## src/shared/sns_pkg.sv

```systemverilog
`default_nettype none

package sns_pkg;

  // ----------------------------------------------------------------
  // Widths
  // ----------------------------------------------------------------
  localparam int SNS_DATA_W  = 8;
  localparam int SNS_FADDR_W = 7;
  localparam int SNS_INSTR_W = 14;
  localparam int SNS_OPC_W   = 6;
  localparam int SNS_NIB_W   = 4;
  localparam int SNS_PADDR_W = 8;
  localparam int SNS_PDATA_W = 32;

  // ----------------------------------------------------------------
  // Instruction encodings (opcode is instruction bits 13:8)
  // ----------------------------------------------------------------
  localparam logic [SNS_OPC_W-1:0] SNS_OPC_SUBTRACT_W_FROM_REG = 6'h02;
  localparam logic [SNS_OPC_W-1:0] SNS_OPC_SWAP_NIBBLES        = 6'h0e;
  localparam logic                 SNS_DEST_ACC                = 1'b0;
  localparam logic                 SNS_DEST_REG                = 1'b1;

  // ----------------------------------------------------------------
  // APB register byte offsets
  // ----------------------------------------------------------------
  localparam logic [SNS_PADDR_W-1:0] SNS_OFF_INSTR  = 8'h00;
  localparam logic [SNS_PADDR_W-1:0] SNS_OFF_WACC   = 8'h04;
  localparam logic [SNS_PADDR_W-1:0] SNS_OFF_FLAGS  = 8'h08;
  localparam logic [SNS_PADDR_W-1:0] SNS_OFF_FADDR  = 8'h0c;
  localparam logic [SNS_PADDR_W-1:0] SNS_OFF_FDATA  = 8'h10;
  localparam logic [SNS_PADDR_W-1:0] SNS_OFF_RESULT = 8'h14;

  // ----------------------------------------------------------------
  // Reset values
  // ----------------------------------------------------------------
  localparam logic [SNS_DATA_W-1:0]  SNS_RST_BYTE  = 8'h00;
  localparam logic [SNS_INSTR_W-1:0] SNS_RST_INSTR = 14'h0000;
  localparam logic [SNS_PDATA_W-1:0] SNS_RST_WORD  = 32'h0000_0000;
  localparam logic [SNS_NIB_W-1:0]   SNS_ZERO_NIB  = 4'h0;

  // ----------------------------------------------------------------
  // Carriers
  // ----------------------------------------------------------------
  typedef struct packed {
    logic [SNS_OPC_W-1:0]   opcode;
    logic                   dest;
    logic [SNS_FADDR_W-1:0] faddr;
  } sns_instr_t;

  // Flags register layout: bit0 carry, bit1 digit carry, bit2 zero, bit3 illegal
  typedef struct packed {
    logic illegal;
    logic zero_flag;
    logic digit_carry_flag;
    logic carry_flag;
  } sns_flags_t;

  localparam sns_flags_t SNS_RST_FLAGS = 4'h0;

  typedef enum logic [1:0] {
    SNS_IDLE,
    SNS_READ,
    SNS_EXEC,
    SNS_SETTLE
  } sns_state_t;

  // ----------------------------------------------------------------
  // a - b by two's complement; bit 8 is the no-borrow carry
  // ----------------------------------------------------------------
  function automatic logic [SNS_DATA_W:0] sns_sub9(
    input logic [SNS_DATA_W-1:0] a,
    input logic [SNS_DATA_W-1:0] b
  );
    sns_sub9 = {1'b0, a} + {1'b0, ~b} + {{SNS_DATA_W{1'b0}}, 1'b1};
  endfunction : sns_sub9

endpackage : sns_pkg

`default_nettype wire

```

## src/hw/sns_regfile.sv

```systemverilog
`timescale 1ns/1ps
`default_nettype none

module sns_regfile #(
  parameter int DATA_W = 8,
  parameter int ADDR_W = 7
) (
  input  wire logic              clk,    // Core clock
  input  wire logic              rst_n,  // Async reset, read register only
  input  wire logic              we,     // Write enable
  input  wire logic [ADDR_W-1:0] waddr,  // Write address
  input  wire logic [DATA_W-1:0] wdata,  // Write data
  input  wire logic [ADDR_W-1:0] raddr,  // Read address
  output logic      [DATA_W-1:0] rdata   // Registered read data
);

  // ----------------------------------------------------------------
  // Storage
  // ----------------------------------------------------------------
  logic [DATA_W-1:0] mem [2**ADDR_W];

  // Array has no reset so it maps onto plain RAM
  always_ff @(posedge clk)
  begin
    if (we)
    begin
      mem[waddr] <= wdata;
    end
  end

  // Read-before-write: same-edge write shows one cycle later
  always_ff @(posedge clk or negedge rst_n)
  begin
    if (!rst_n)
    begin
      rdata <= '0;
    end
    else
    begin
      rdata <= mem[raddr];
    end
  end

endmodule : sns_regfile

`default_nettype wire

```

## src/hw/sns_alu.sv

```systemverilog
// Summary of operation
// RL1: Subtract opcode computes 8-bit register byte minus accumulator, two's complement.
// RL2: Subtract result goes to accumulator when dest is 0, else register.
// RL3: Register byte greater than accumulator sets carry and stores positive difference.
// RL4: Equal operands give zero result, carry set and zero flag set.
// RL5: Accumulator greater gives carry cleared and the wrapped 8-bit result.
// RL6: Swap opcode exchanges nibbles of register byte and changes no flag.
// RL7: Swap result goes to accumulator when dest 0, else to register.
// RL8: Digit carry set when low nibble subtraction needs no borrow, else cleared.
//
// Our own choices: the register addresses and the APB interface to the registers.
`timescale 1ns/1ps
`default_nettype none

module sns_alu #(
  parameter int FADDR_W = sns_pkg::SNS_FADDR_W
) (
  input  wire logic                             pclk,     // APB and core clock
  input  wire logic                             presetn,  // Async reset, active low
  input  wire logic                             psel,     // APB select
  input  wire logic                             penable,  // APB access phase
  input  wire logic                             pwrite,   // APB direction, 1 write
  input  wire logic [sns_pkg::SNS_PADDR_W-1:0]  paddr,    // APB byte address
  input  wire logic [sns_pkg::SNS_PDATA_W-1:0]  pwdata,   // APB write data
  output logic      [sns_pkg::SNS_PDATA_W-1:0]  prdata,   // APB read data
  output logic                                  pready,   // APB transfer done
  output logic                                  pslverr   // Unmapped address
);

  import sns_pkg::*;

  // ----------------------------------------------------------------
  // Elaboration check
  // ----------------------------------------------------------------
  // Address field is fixed by the instruction word
  if (FADDR_W != SNS_FADDR_W)
  begin : g_bad_faddr
    $error("sns_alu: FADDR_W must match the instruction address field");
  end

  // ----------------------------------------------------------------
  // State
  // ----------------------------------------------------------------
  sns_state_t              state;
  sns_state_t              next_state;
  sns_instr_t              instr;
  sns_flags_t              flags;
  sns_flags_t              next_flags;
  logic [SNS_DATA_W-1:0]   wacc;
  logic [SNS_DATA_W-1:0]   result;
  logic [FADDR_W-1:0]      faddr;
  logic [SNS_DATA_W-1:0]   rd_q;

  // ----------------------------------------------------------------
  // APB decode
  // ----------------------------------------------------------------
  // Register map, data in the low bits, upper bits read zero:
  // instruction, accumulator, flags, file address, file data window
  // and last result, which is read only and ignores writes
  // Writes land only on the edge that also samples pready high
  wire logic apb_access = psel & penable;
  wire logic apb_done   = apb_access & pready;
  wire logic apb_wr     = apb_done & pwrite;
  wire logic is_idle    = (state == SNS_IDLE);
  wire logic hit_instr  = (paddr == SNS_OFF_INSTR);
  wire logic hit_wacc   = (paddr == SNS_OFF_WACC);
  wire logic hit_flags  = (paddr == SNS_OFF_FLAGS);
  wire logic hit_faddr  = (paddr == SNS_OFF_FADDR);
  wire logic hit_fdata  = (paddr == SNS_OFF_FDATA);
  wire logic hit_result = (paddr == SNS_OFF_RESULT);
  wire logic mapped     = hit_instr | hit_wacc | hit_flags | hit_faddr
                          | hit_fdata | hit_result;

  // Write strobes, one per register; the result register takes none
  wire logic wr_instr   = apb_wr & hit_instr;
  wire logic wr_wacc    = apb_wr & hit_wacc;
  wire logic wr_flags   = apb_wr & hit_flags;
  wire logic wr_faddr   = apb_wr & hit_faddr;
  wire logic wr_fdata   = apb_wr & hit_fdata;

  // Read mux, narrow registers sit in the low bits
  wire logic [SNS_PDATA_W-1:0] rd_mux =
      hit_instr  ? SNS_PDATA_W'(instr)  :
      hit_wacc   ? SNS_PDATA_W'(wacc)   :
      hit_flags  ? SNS_PDATA_W'(flags)  :
      hit_faddr  ? SNS_PDATA_W'(faddr)  :
      hit_fdata  ? SNS_PDATA_W'(rd_q)   :
      hit_result ? SNS_PDATA_W'(result) : SNS_RST_WORD;

  // ----------------------------------------------------------------
  // Instruction decode
  // ----------------------------------------------------------------
  // Two opcodes are served; any other only raises the illegal flag
  wire logic is_sub   = (instr.opcode == SNS_OPC_SUBTRACT_W_FROM_REG);
  wire logic is_swap  = (instr.opcode == SNS_OPC_SWAP_NIBBLES);
  wire logic legal    = is_sub | is_swap;
  wire logic in_exec  = (state == SNS_EXEC);
  wire logic to_reg   = in_exec & legal & (instr.dest == SNS_DEST_REG);  // RL2 RL7
  wire logic to_acc   = in_exec & legal & (instr.dest == SNS_DEST_ACC);  // RL2 RL7

  // ----------------------------------------------------------------
  // Datapath
  // ----------------------------------------------------------------
  // Full byte and low nibble share one subtractor function
  wire logic [SNS_DATA_W:0] sub_byte = sns_sub9(rd_q, wacc);  // RL1
  wire logic [SNS_DATA_W:0] sub_nib  =
      sns_sub9({SNS_ZERO_NIB, rd_q[SNS_NIB_W-1:0]},
               {SNS_ZERO_NIB, wacc[SNS_NIB_W-1:0]});          // RL8
  // Swap is wiring only and never reaches the flags
  wire logic [SNS_DATA_W-1:0] swapped =
      {rd_q[SNS_NIB_W-1:0], rd_q[SNS_DATA_W-1:SNS_NIB_W]};    // RL6
  // Result mux, chosen by the opcode
  wire logic [SNS_DATA_W-1:0] exec_result =
      is_sub ? sub_byte[SNS_DATA_W-1:0] : swapped;            // RL3 RL5
  // Zero test sees the byte that is actually stored
  wire logic exec_zero = (exec_result == SNS_RST_BYTE);

  // Flags: only subtraction and illegal opcodes touch them; hardware wins over software
  always_comb
  begin
    next_flags = flags;
    if (wr_flags)
    begin
      next_flags = sns_flags_t'(pwdata[$bits(sns_flags_t)-1:0]);
    end
    if (in_exec && is_sub)
    begin
      next_flags.carry_flag       = sub_byte[SNS_DATA_W];  // RL3 RL4 RL5
      next_flags.digit_carry_flag = sub_nib[SNS_DATA_W];   // RL8
      next_flags.zero_flag        = exec_zero;             // RL4
    end
    // Sticky until software writes the flags register
    if (in_exec && !legal)
    begin
      next_flags.illegal = 1'b1;
    end
  end

  // ----------------------------------------------------------------
  // Sequencer
  // ----------------------------------------------------------------
  // IDLE waits for a software write of the instruction word.
  // READ fetches the register byte at the instruction's address.
  // EXEC writes result, accumulator or register byte, and flags on a subtraction.
  // SETTLE lets a byte written back reach the read register again.
  // Illegal opcodes walk the same path but change no data.
  // APB is held off outside IDLE, so software never races the core.
  // Three stall cycles per instruction buy a simple one-port file.
  always_comb
  begin
    case (state)
      SNS_IDLE:   next_state = wr_instr ? SNS_READ : SNS_IDLE;
      SNS_READ:   next_state = SNS_EXEC;
      SNS_EXEC:   next_state = SNS_SETTLE;
      SNS_SETTLE: next_state = SNS_IDLE;
      default:    next_state = SNS_IDLE;
    endcase
  end

  // State register
  always_ff @(posedge pclk or negedge presetn)
  begin
    if (!presetn)
    begin
      state <= SNS_IDLE;
    end
    else
    begin
      state <= next_state;
    end
  end

  // ----------------------------------------------------------------
  // Architectural registers
  // ----------------------------------------------------------------
  // Instruction word; writing it launches the sequencer
  always_ff @(posedge pclk or negedge presetn)
  begin
    if (!presetn)
    begin
      instr <= sns_instr_t'(SNS_RST_INSTR);
    end
    else if (wr_instr)
    begin
      instr <= sns_instr_t'(pwdata[SNS_INSTR_W-1:0]);
    end
  end

  // Window address for software access to the register file
  always_ff @(posedge pclk or negedge presetn)
  begin
    if (!presetn)
    begin
      faddr <= '0;
    end
    else if (wr_faddr)
    begin
      faddr <= pwdata[FADDR_W-1:0];
    end
  end

  // Flags follow the merged software and hardware update
  always_ff @(posedge pclk or negedge presetn)
  begin
    if (!presetn)
    begin
      flags <= SNS_RST_FLAGS;
    end
    else
    begin
      flags <= next_flags;
    end
  end

  // Accumulator kept unless dest selects it; the sequencer wins
  always_ff @(posedge pclk or negedge presetn)
  begin
    if (!presetn)
    begin
      wacc <= SNS_RST_BYTE;
    end
    else if (to_acc)
    begin
      wacc <= exec_result;  // RL2 RL7
    end
    else if (wr_wacc)
    begin
      wacc <= pwdata[SNS_DATA_W-1:0];
    end
  end

  // Last result of a legal instruction, read only to software
  always_ff @(posedge pclk or negedge presetn)
  begin
    if (!presetn)
    begin
      result <= SNS_RST_BYTE;
    end
    else if (in_exec && legal)
    begin
      result <= exec_result;
    end
  end

  // ----------------------------------------------------------------
  // Register file
  // ----------------------------------------------------------------
  // Software and the sequencer never write in the same cycle
  wire logic               rf_we    = to_reg | wr_fdata;
  wire logic [FADDR_W-1:0] rf_waddr = to_reg ? instr.faddr : faddr;
  wire logic [SNS_DATA_W-1:0] rf_wdata =
      to_reg ? exec_result : pwdata[SNS_DATA_W-1:0];             // RL2 RL7
  // Sequencer borrows the read port only in READ
  wire logic [FADDR_W-1:0] rf_raddr =
      (state == SNS_READ) ? instr.faddr : faddr;

  // Registered read port; the array itself has no reset
  sns_regfile #(
    .DATA_W (SNS_DATA_W),
    .ADDR_W (FADDR_W)
  ) u_regfile (
    .clk   (pclk),
    .rst_n (presetn),
    .we    (rf_we),
    .waddr (rf_waddr),
    .wdata (rf_wdata),
    .raddr (rf_raddr),
    .rdata (rd_q)
  );

  // ----------------------------------------------------------------
  // APB answer
  // ----------------------------------------------------------------
  // First access cycle while idle; a running instruction holds it off
  wire logic apb_start = apb_access & ~pready & is_idle;

  // One wait state: pready rises for one cycle, with pslverr alongside it only for an unmapped address
  always_ff @(posedge pclk or negedge presetn)
  begin
    if (!presetn)
    begin
      pready  <= 1'b0;
      pslverr <= 1'b0;
    end
    else
    begin
      pready  <= apb_start;
      pslverr <= apb_start & ~mapped;
    end
  end

  // Read data caught at the start and held until the next read
  always_ff @(posedge pclk or negedge presetn)
  begin
    if (!presetn)
    begin
      prdata <= SNS_RST_WORD;
    end
    else if (apb_start && !pwrite)
    begin
      prdata <= rd_mux;
    end
  end

endmodule : sns_alu

`default_nettype wire

```

## config.mk

```make
export PLATFORM = sky130hd
export DESIGN_NAME = sns_alu
export DESIGN_NICKNAME = d
export VERILOG_FILES = /design/src/shared/sns_pkg.sv /design/src/hw/sns_regfile.sv /design/src/hw/sns_alu.sv
export SDC_FILE = /design/constraint.sdc
export NUM_CORES = 2
export LEC_CHECK = 0
export CORE_ASPECT_RATIO = 1.25
export CORE_MARGIN = 2
export CORE_UTILIZATION = 60
export CTS_CLUSTER_SIZE = 40
export DETAILED_ROUTE_END_ITERATION = 12
export DONT_BUFFER_PORTS = 1
export HOLD_SLACK_MARGIN = 0.02
export PLACE_DENSITY_LB_ADDON = 0.2
export SYNTH_ARGS = -nofsm -noshare
export SYNTH_HDL_FRONTEND = slang
export SYNTH_SLANG_ARGS = --single-unit
```

## constraint.sdc

```tcl
create_clock -name pclk -period 16.9 [get_ports pclk]
set_input_delay 1.69 -clock pclk [delete_from_list [all_inputs] [get_ports pclk]]
set_output_delay 1.69 -clock pclk [all_outputs]
set_load 0.1 [all_outputs]
```

* Word-level counts from Yosys, hierarchy flattened
Memories as Yosys holds them, arrays and structs flattened. A register that Yosys moved wholly into a read port is not among the register bits.
Cells that the tools add are included.
** Word-level totals
- Flip-flop bits (word level) :: 77
- RAM bits :: 1024
- Input bits :: 45
- Memories kept :: 1
** Memory list
- u_regfile.mem :: depth 128, bits a word 8, read ports 1, clocked after Yosys merged registers in 1, wr ports 1, RTL line sns_regfile.sv:20 : logic [DATA_W-1:0] mem [2**ADDR_W];
** Operators by class
- Equality and inequality tests :: 10
- Add/subtract/negate cells :: 4
- Reduce and logical (&&, ||, !) cells :: 13
- Muxes and demuxes :: 19
- Bitwise logic cells :: 26
** Operators by type and width (count)
- 8-bit two-way mux :: 9
- 9-bit by 1-bit adder with 9-bit output (second input constant) :: 2
- 8-bit by 4-bit equality test with 1-bit output (second input constant) :: 2
- 8-bit by 5-bit equality test with 1-bit output (second input constant) :: 2
- 8-bit logical NOT :: 2
- 1-bit AND :: 14
- 14-bit two-way mux :: 1
- 7-bit two-way mux :: 2
- 4-bit by 8-bit adder with 9-bit output :: 1
- 8-bit by 8-bit adder with 9-bit output :: 1
- 8-bit by 3-bit equality test with 1-bit output (second input constant) :: 1
- 4-bit NOT with 8-bit output :: 1
- 8-bit NOT :: 1
- 2-bit case mux with 4 select lines :: 1
- 1-bit OR :: 7
- 6-bit by 2-bit equality test with 1-bit output (second input constant) :: 1
- 6-bit by 4-bit equality test with 1-bit output (second input constant) :: 1
- 2-bit nonzero test :: 3
- 2-bit equality test (second input constant) :: 2
- 1-bit logical AND :: 4
- 1-bit two-way mux :: 4
- 4-bit two-way mux :: 1
- 1-bit logical NOT :: 3
- 3-bit two-way mux :: 1
- 3 further kinds :: 5

* Depth between registers and ports, before layout
- Depth in word-level cells :: 8
- Mapped depth :: 15
- Gate-level depth less buffers :: 12

* By module
Synthesis repeated with hierarchy kept, for this count alone.
** Second synthesis, totals
- Cells, all modules :: 2027
- Area, all modules :: 43457.9 um^2
** By module, submodules not included
- sns_regfile :: sequential area each 30949.7 um^2, area each 39701.8 um^2, times used 1, cells an instance 1635
- sns_alu :: sequential area each 1476.4 um^2, area each 3756.1 um^2, times used 1, cells an instance 392

* Worst setup path after synthesis
OpenSTA, ideal clock, no wires.
- Path kind :: register -> register
- Start point :: reg u_regfile.rdata[0] (read register of u_regfile.mem)
- End point :: mem u_regfile.mem[0][6] (data pin)
- Buffers on the path :: 0
- Clock period less this slack :: 8.133 ns
- Library setup time :: 1.197 ns
- Arrival time :: 6.935 ns
- Setup slack :: 8.767 ns
- Data required time :: 15.703 ns
- Stages on the path, launching flop included :: 12
- Cell sequence :: dfrtp_1 > inv_1 > ha_1 > inv_1 > fa_1 > a21o_1 > a21oi_1 > o21bai_1 > a21oi_1 > xnor2_1 > mux2i_1 > o21ai_0
** On the way
- Longest elaborated chain between the ends :: 4
** Ends and longest elaborated chain
- start, declared :: RTL line sns_regfile.sv:14 : output logic [DATA_W-1:0] rdata
- 8-bit by 8-bit adder with 9-bit output :: RTL line sns_pkg.sv:75 : sns_sub9 = {1'b0, a} + {1'b0, ~b} + {{SNS_DATA_W{1'b0}}, 1'b1};
- 9-bit by 1-bit adder with 9-bit output :: RTL line sns_pkg.sv:75
- 8-bit two-way mux :: RTL line sns_alu.sv:114 : is_sub ? sub_byte[SNS_DATA_W-1:0] : swapped;
- 8-bit two-way mux :: RTL line sns_alu.sv:252 : to_reg ? exec_result : pwdata[SNS_DATA_W-1:0];
- via rf_wdata[6] :: RTL line sns_alu.sv:251 : wire logic [SNS_DATA_W-1:0] rf_wdata =
- end, declared :: RTL line sns_regfile.sv:20
The timed path passes the listed nets, and every way through them passes these cells.

* Worst setup path in the final report
- Start point :: reg state[1]
- End point :: reg u_regfile.rdata[3] (read register of u_regfile.mem)
** On the way
- Longest elaborated chain between the ends :: 2
** Ends and longest elaborated chain
- start, declared :: RTL line sns_alu.sv:44 : sns_state_t state;
- start signal, assigned :: RTL line sns_alu.sv:169 : state <= next_state;
- 2-bit by 1-bit equality test with 1-bit output :: RTL line sns_alu.sv:255 : (state == SNS_READ) ? instr.faddr : faddr;
- 7-bit two-way mux :: RTL line sns_alu.sv:255
No other way between the ends.
A chain may end at the register's enable or synchronous reset.

==> impl_metrics.json <==
{
  "ant_nets": 0,
  "use_met3_pct": 5.69,
  "worstMarginPinSlew_ps": 1210,
  "grt_start_max_net_pins": 137,
  "grt_util_met1_pct": 38.8,
  "antenna_found_initial": 0,
  "worstSetupEndpointType": "flop",
  "die_width_um": 247,
  "required_ps": 17390,
  "fp-row-count": 111,
  "cts_made_buffers": 99,
  "die_y_um": 308,
  "grt_util_met2_pct": 48.3,
  "syn_area_per_cell_um2": 15.0,
  "grt.busiest_layer": "met2",
  "netlist_area_um2": 44400,
  "yosysSeqAreaShare_pct": 73.1,
  "ys_top_cells_by_area": "edfxtp_1, nand2_1, dfrtp_1, mux2i_1, mux4_2",
  "place.gp.congestion": 0.949,
  "grt_overflow_total": 0,
  "grt_pass1_wl_um": 164000,
  "finalHoldViolCount": 0,
  "slew_viol_final": 0,
  "synth_top_area_share_pct": 69.3,
  "multiInputGateArea_um2": 11000,
  "slowest_delay_ps": 830,
  "clk_latency_ps": 680,
  "synth-edff-count": 1024,
  "fin_hold_ws_ps": 495,
  "fin_crit_sh_pct": 35.4,
  "relSlewSlack_pct": 19.2,
  "final_util_pct": 65.9,
  "r2r_end": "u_regfile.rdata[3]",
  "post-dp-hpwl_um": 66200,
  "maxClockFrequency_mhz": 167,
  "p_per_area_nw_per_um2": 110,
  "cp.arrival_ps": 6480,
  "rsz0062_at_grt": "no",
  "p_leak_nw": 16.7,
  "cts_htree_levels": 3,
  "setup_tns_ps": 0,
  "cp-endpoint": "u_regfile.rdata[3]",
  "seq_area_um2": 32400,
  "dieArea_um2": 76200,
  "yosysUniqueCellTypes": 69,
  "synth_cells": 2963,
  "vdd_drop_max_v": 0.0000848,
  "synth-warning-count": 0,
  "clkTransAtPathRegs_ps": 70,
  "regToRegSetupSlack_ps": 10910,
  "cts_tree": "done",
  "clockRootBuffer": "clkbuf_16",
  "clock_path_buffers": 3,
  "reg2reg_depth": 14,
  "worstSetupPathType": "flop to flop",
  "maxCapViolations": 0,
  "ys_ff_latch": 1091,
  "cp_common_cell": "buf_4",
  "yosysTopAreaCell": "edfxtp_1",
  "crit_slowest_cell": "buf_4",
  "syn2layout_area_growth_pct": 8.90,
  "synth-main-ff-cell": "edfxtp_1",
  "post_cts_buffers": 0,
  "path_cells": "inv_1 -> ha_1 -> buf_4 -> mux2i_4 -> buf_12 -> buf_4 -> buf_4 -> mux4_1 -> nand2_1 -> a21oi_1 -> nor3_1 -> nor4_1 -> nor4_1 -> a221oi_1",
  "fin_skew_ps": 26.8,
  "via_per_inst": 6.51,
  "nets": 3004,
  "startpoint": "state[1]",
  "synthArstFlopShare_pct": 6.14,
  "critPathLaunchType": "flop",
  "dr.pass1.iters": 5,
  "cts_hold_buffers": 0,
  "grt_pass1_vias": 25444,
  "cts_resized": 0,
  "vias": 25994,
  "track_usage_pct": 29.6,
  "cp_top_family": "buffers and inverters",
  "status": "completed",
  "wl_per_cell_um": 28.0,
  "path_buf_inv": 5,
  "drt_drc_violations_left": 0,
  "start_util_pct": 60.5,
  "ioPinCount": 79,
  "min_period_ps": 5990,
  "crit_cells": 14,
  "cts.sinks": 1091,
  "nFillCells": 4994,
  "drive_above_1_share_pct": 10.6,
  "p_total_w": 0.00530,
  "antenna_cells": 0,
  "r2r-start": "state[1]",
  "drt_iter0_markers": 2995,
  "wirelength_um": 112000,
  "cp_max_fo": 136,
  "portBuffers": 0,
  "hold_class": "flop to flop",
  "core_um2": 73300,
  "setup_viol": 0
}
## flip-flops by register name, summed over array words and instances, names as in the netlist
signal           count
pready               1
pslverr              1
result               8
u_regfile.rdata      8
faddr                7
wacc                 8
instr               14
flags                4
state                2
prdata              14
u_regfile.mem     1024
## per-stage QoR
| step | instance area, um2 | std cells | worst slack (ps) |
|---|---|---|---|
| after CTS | 48300 | 3992 | 11010 |
| after detailed placement | 45100 | 3806 | 11060 |
| final | 48300 | 3992 | 10910 |
| after floorplan | 44400 | 2980 | 8770 |
| after global placement | 45100 | 3806 | 11120 |
| after global routing | 48300 | 3992 | 10640 |
## synthesized netlist by cell type, drive strengths merged (11+ instances only)
cell    instances
mux2           37
ha             11
mux4           79
mux2i         167
nand2b         12
clkbuf         72
nand3          24
a21oi         271
edfxtp       1024
nor4           87
a22oi          14
o22ai          71
nor2          160
buf           116
nor3           36
o21ai          64
inv            19
nand2         523
dfrtp          67
## layout make-up
cell class / count / share of cell area (%)
well taps: 960 / 2.49
inverters: 19 / 0.148
flip-flops and latches: 1091 / 67.1
clock buffers: 121 / 5.45
clock inverters: 65 / 1.28
multi-input cells: 1682 / 22.7
repair buffers: 54 / 0.865
## placed cells by master, fill, tap and decap left out, types with 6 or more instances in the layout
| master | count |
|---|---|
| nand2_1 | 522 |
| mux4_1 | 18 |
| ha_1 | 11 |
| o221ai_1 | 6 |
| clkinv_1 | 23 |
| a21oi_1 | 270 |
| bufinv_16 | 10 |
| nand2b_1 | 12 |
| a221oi_1 | 10 |
| inv_1 | 19 |
| nand3_1 | 24 |
| mux2_2 | 34 |
| clkinvlp_4 | 8 |
| nand3b_1 | 6 |
| clkbuf_16 | 101 |
| nor2_1 | 160 |
| edfxtp_1 | 1024 |
| nor4_1 | 87 |
| o22ai_1 | 71 |
| or3_1 | 6 |
| clkbuf_1 | 17 |
| nor3_1 | 35 |
| buf_4 | 53 |
| conb_1 | 18 |
| clkinv_2 | 16 |
| mux2i_1 | 162 |
| o21ai_4 | 8 |
| a22oi_1 | 14 |
| a2111oi_0 | 7 |
| mux4_2 | 61 |
| o21ai_0 | 52 |
| dfrtp_1 | 67 |
## tightest hold or removal path, delay by kind of cell, from the launching register on
family / cells / cell delay (ps)
DFF: 1 / 350
AOI/OAI and AO/OA: 1 / 60
and+or+nand+nor: 1 / 50
## cell families after synthesis
family | synth area share [%]
flip-flops | 73.1
XOR/XNOR | 0.0789
other | 0.00845
buffers and inverters | 2.82
AO/OA/AOI/OAI | 6.32
adder cells (fa/ha/maj) | 0.355
AND/OR/NAND/NOR | 8.45
multiplexers | 8.89
## power by group
| part | switching (W) | leakage [nW] | internal, W |
|---|---|---|---|
| logic | 0.0000762 | 5.08 | 0.0000118 |
| clock network | 0.000979 | 1.57 | 0.00127 |
| registers | 0.00000863 | 10.1 | 0.00296 |
| total | 0.00106 | 16.7 | 0.00423 |
## worst min-delay path by stage
stage,start,endpoint,slack [ps],cells past startpoint
6_report,result[0],result[0],490,2
4_1_cts,result[2],result[2],490,2
3_3_place_gp,result[2],result[2],460,2
5_1_grt,result[2],result[2],510,2
3_5_place_dp,result[2],result[2],480,2
2_1_floorplan,result[4],result[4],450,2
## layer usage
layer / wire length, um / up-vias
met5: 0 / -
met4: 5280 / 0
met3: 10600 / 265
met2: 54800 / 1411
met1: 40900 / 13075
li1: - / 11243
Power figures use the tool's default switching activity.
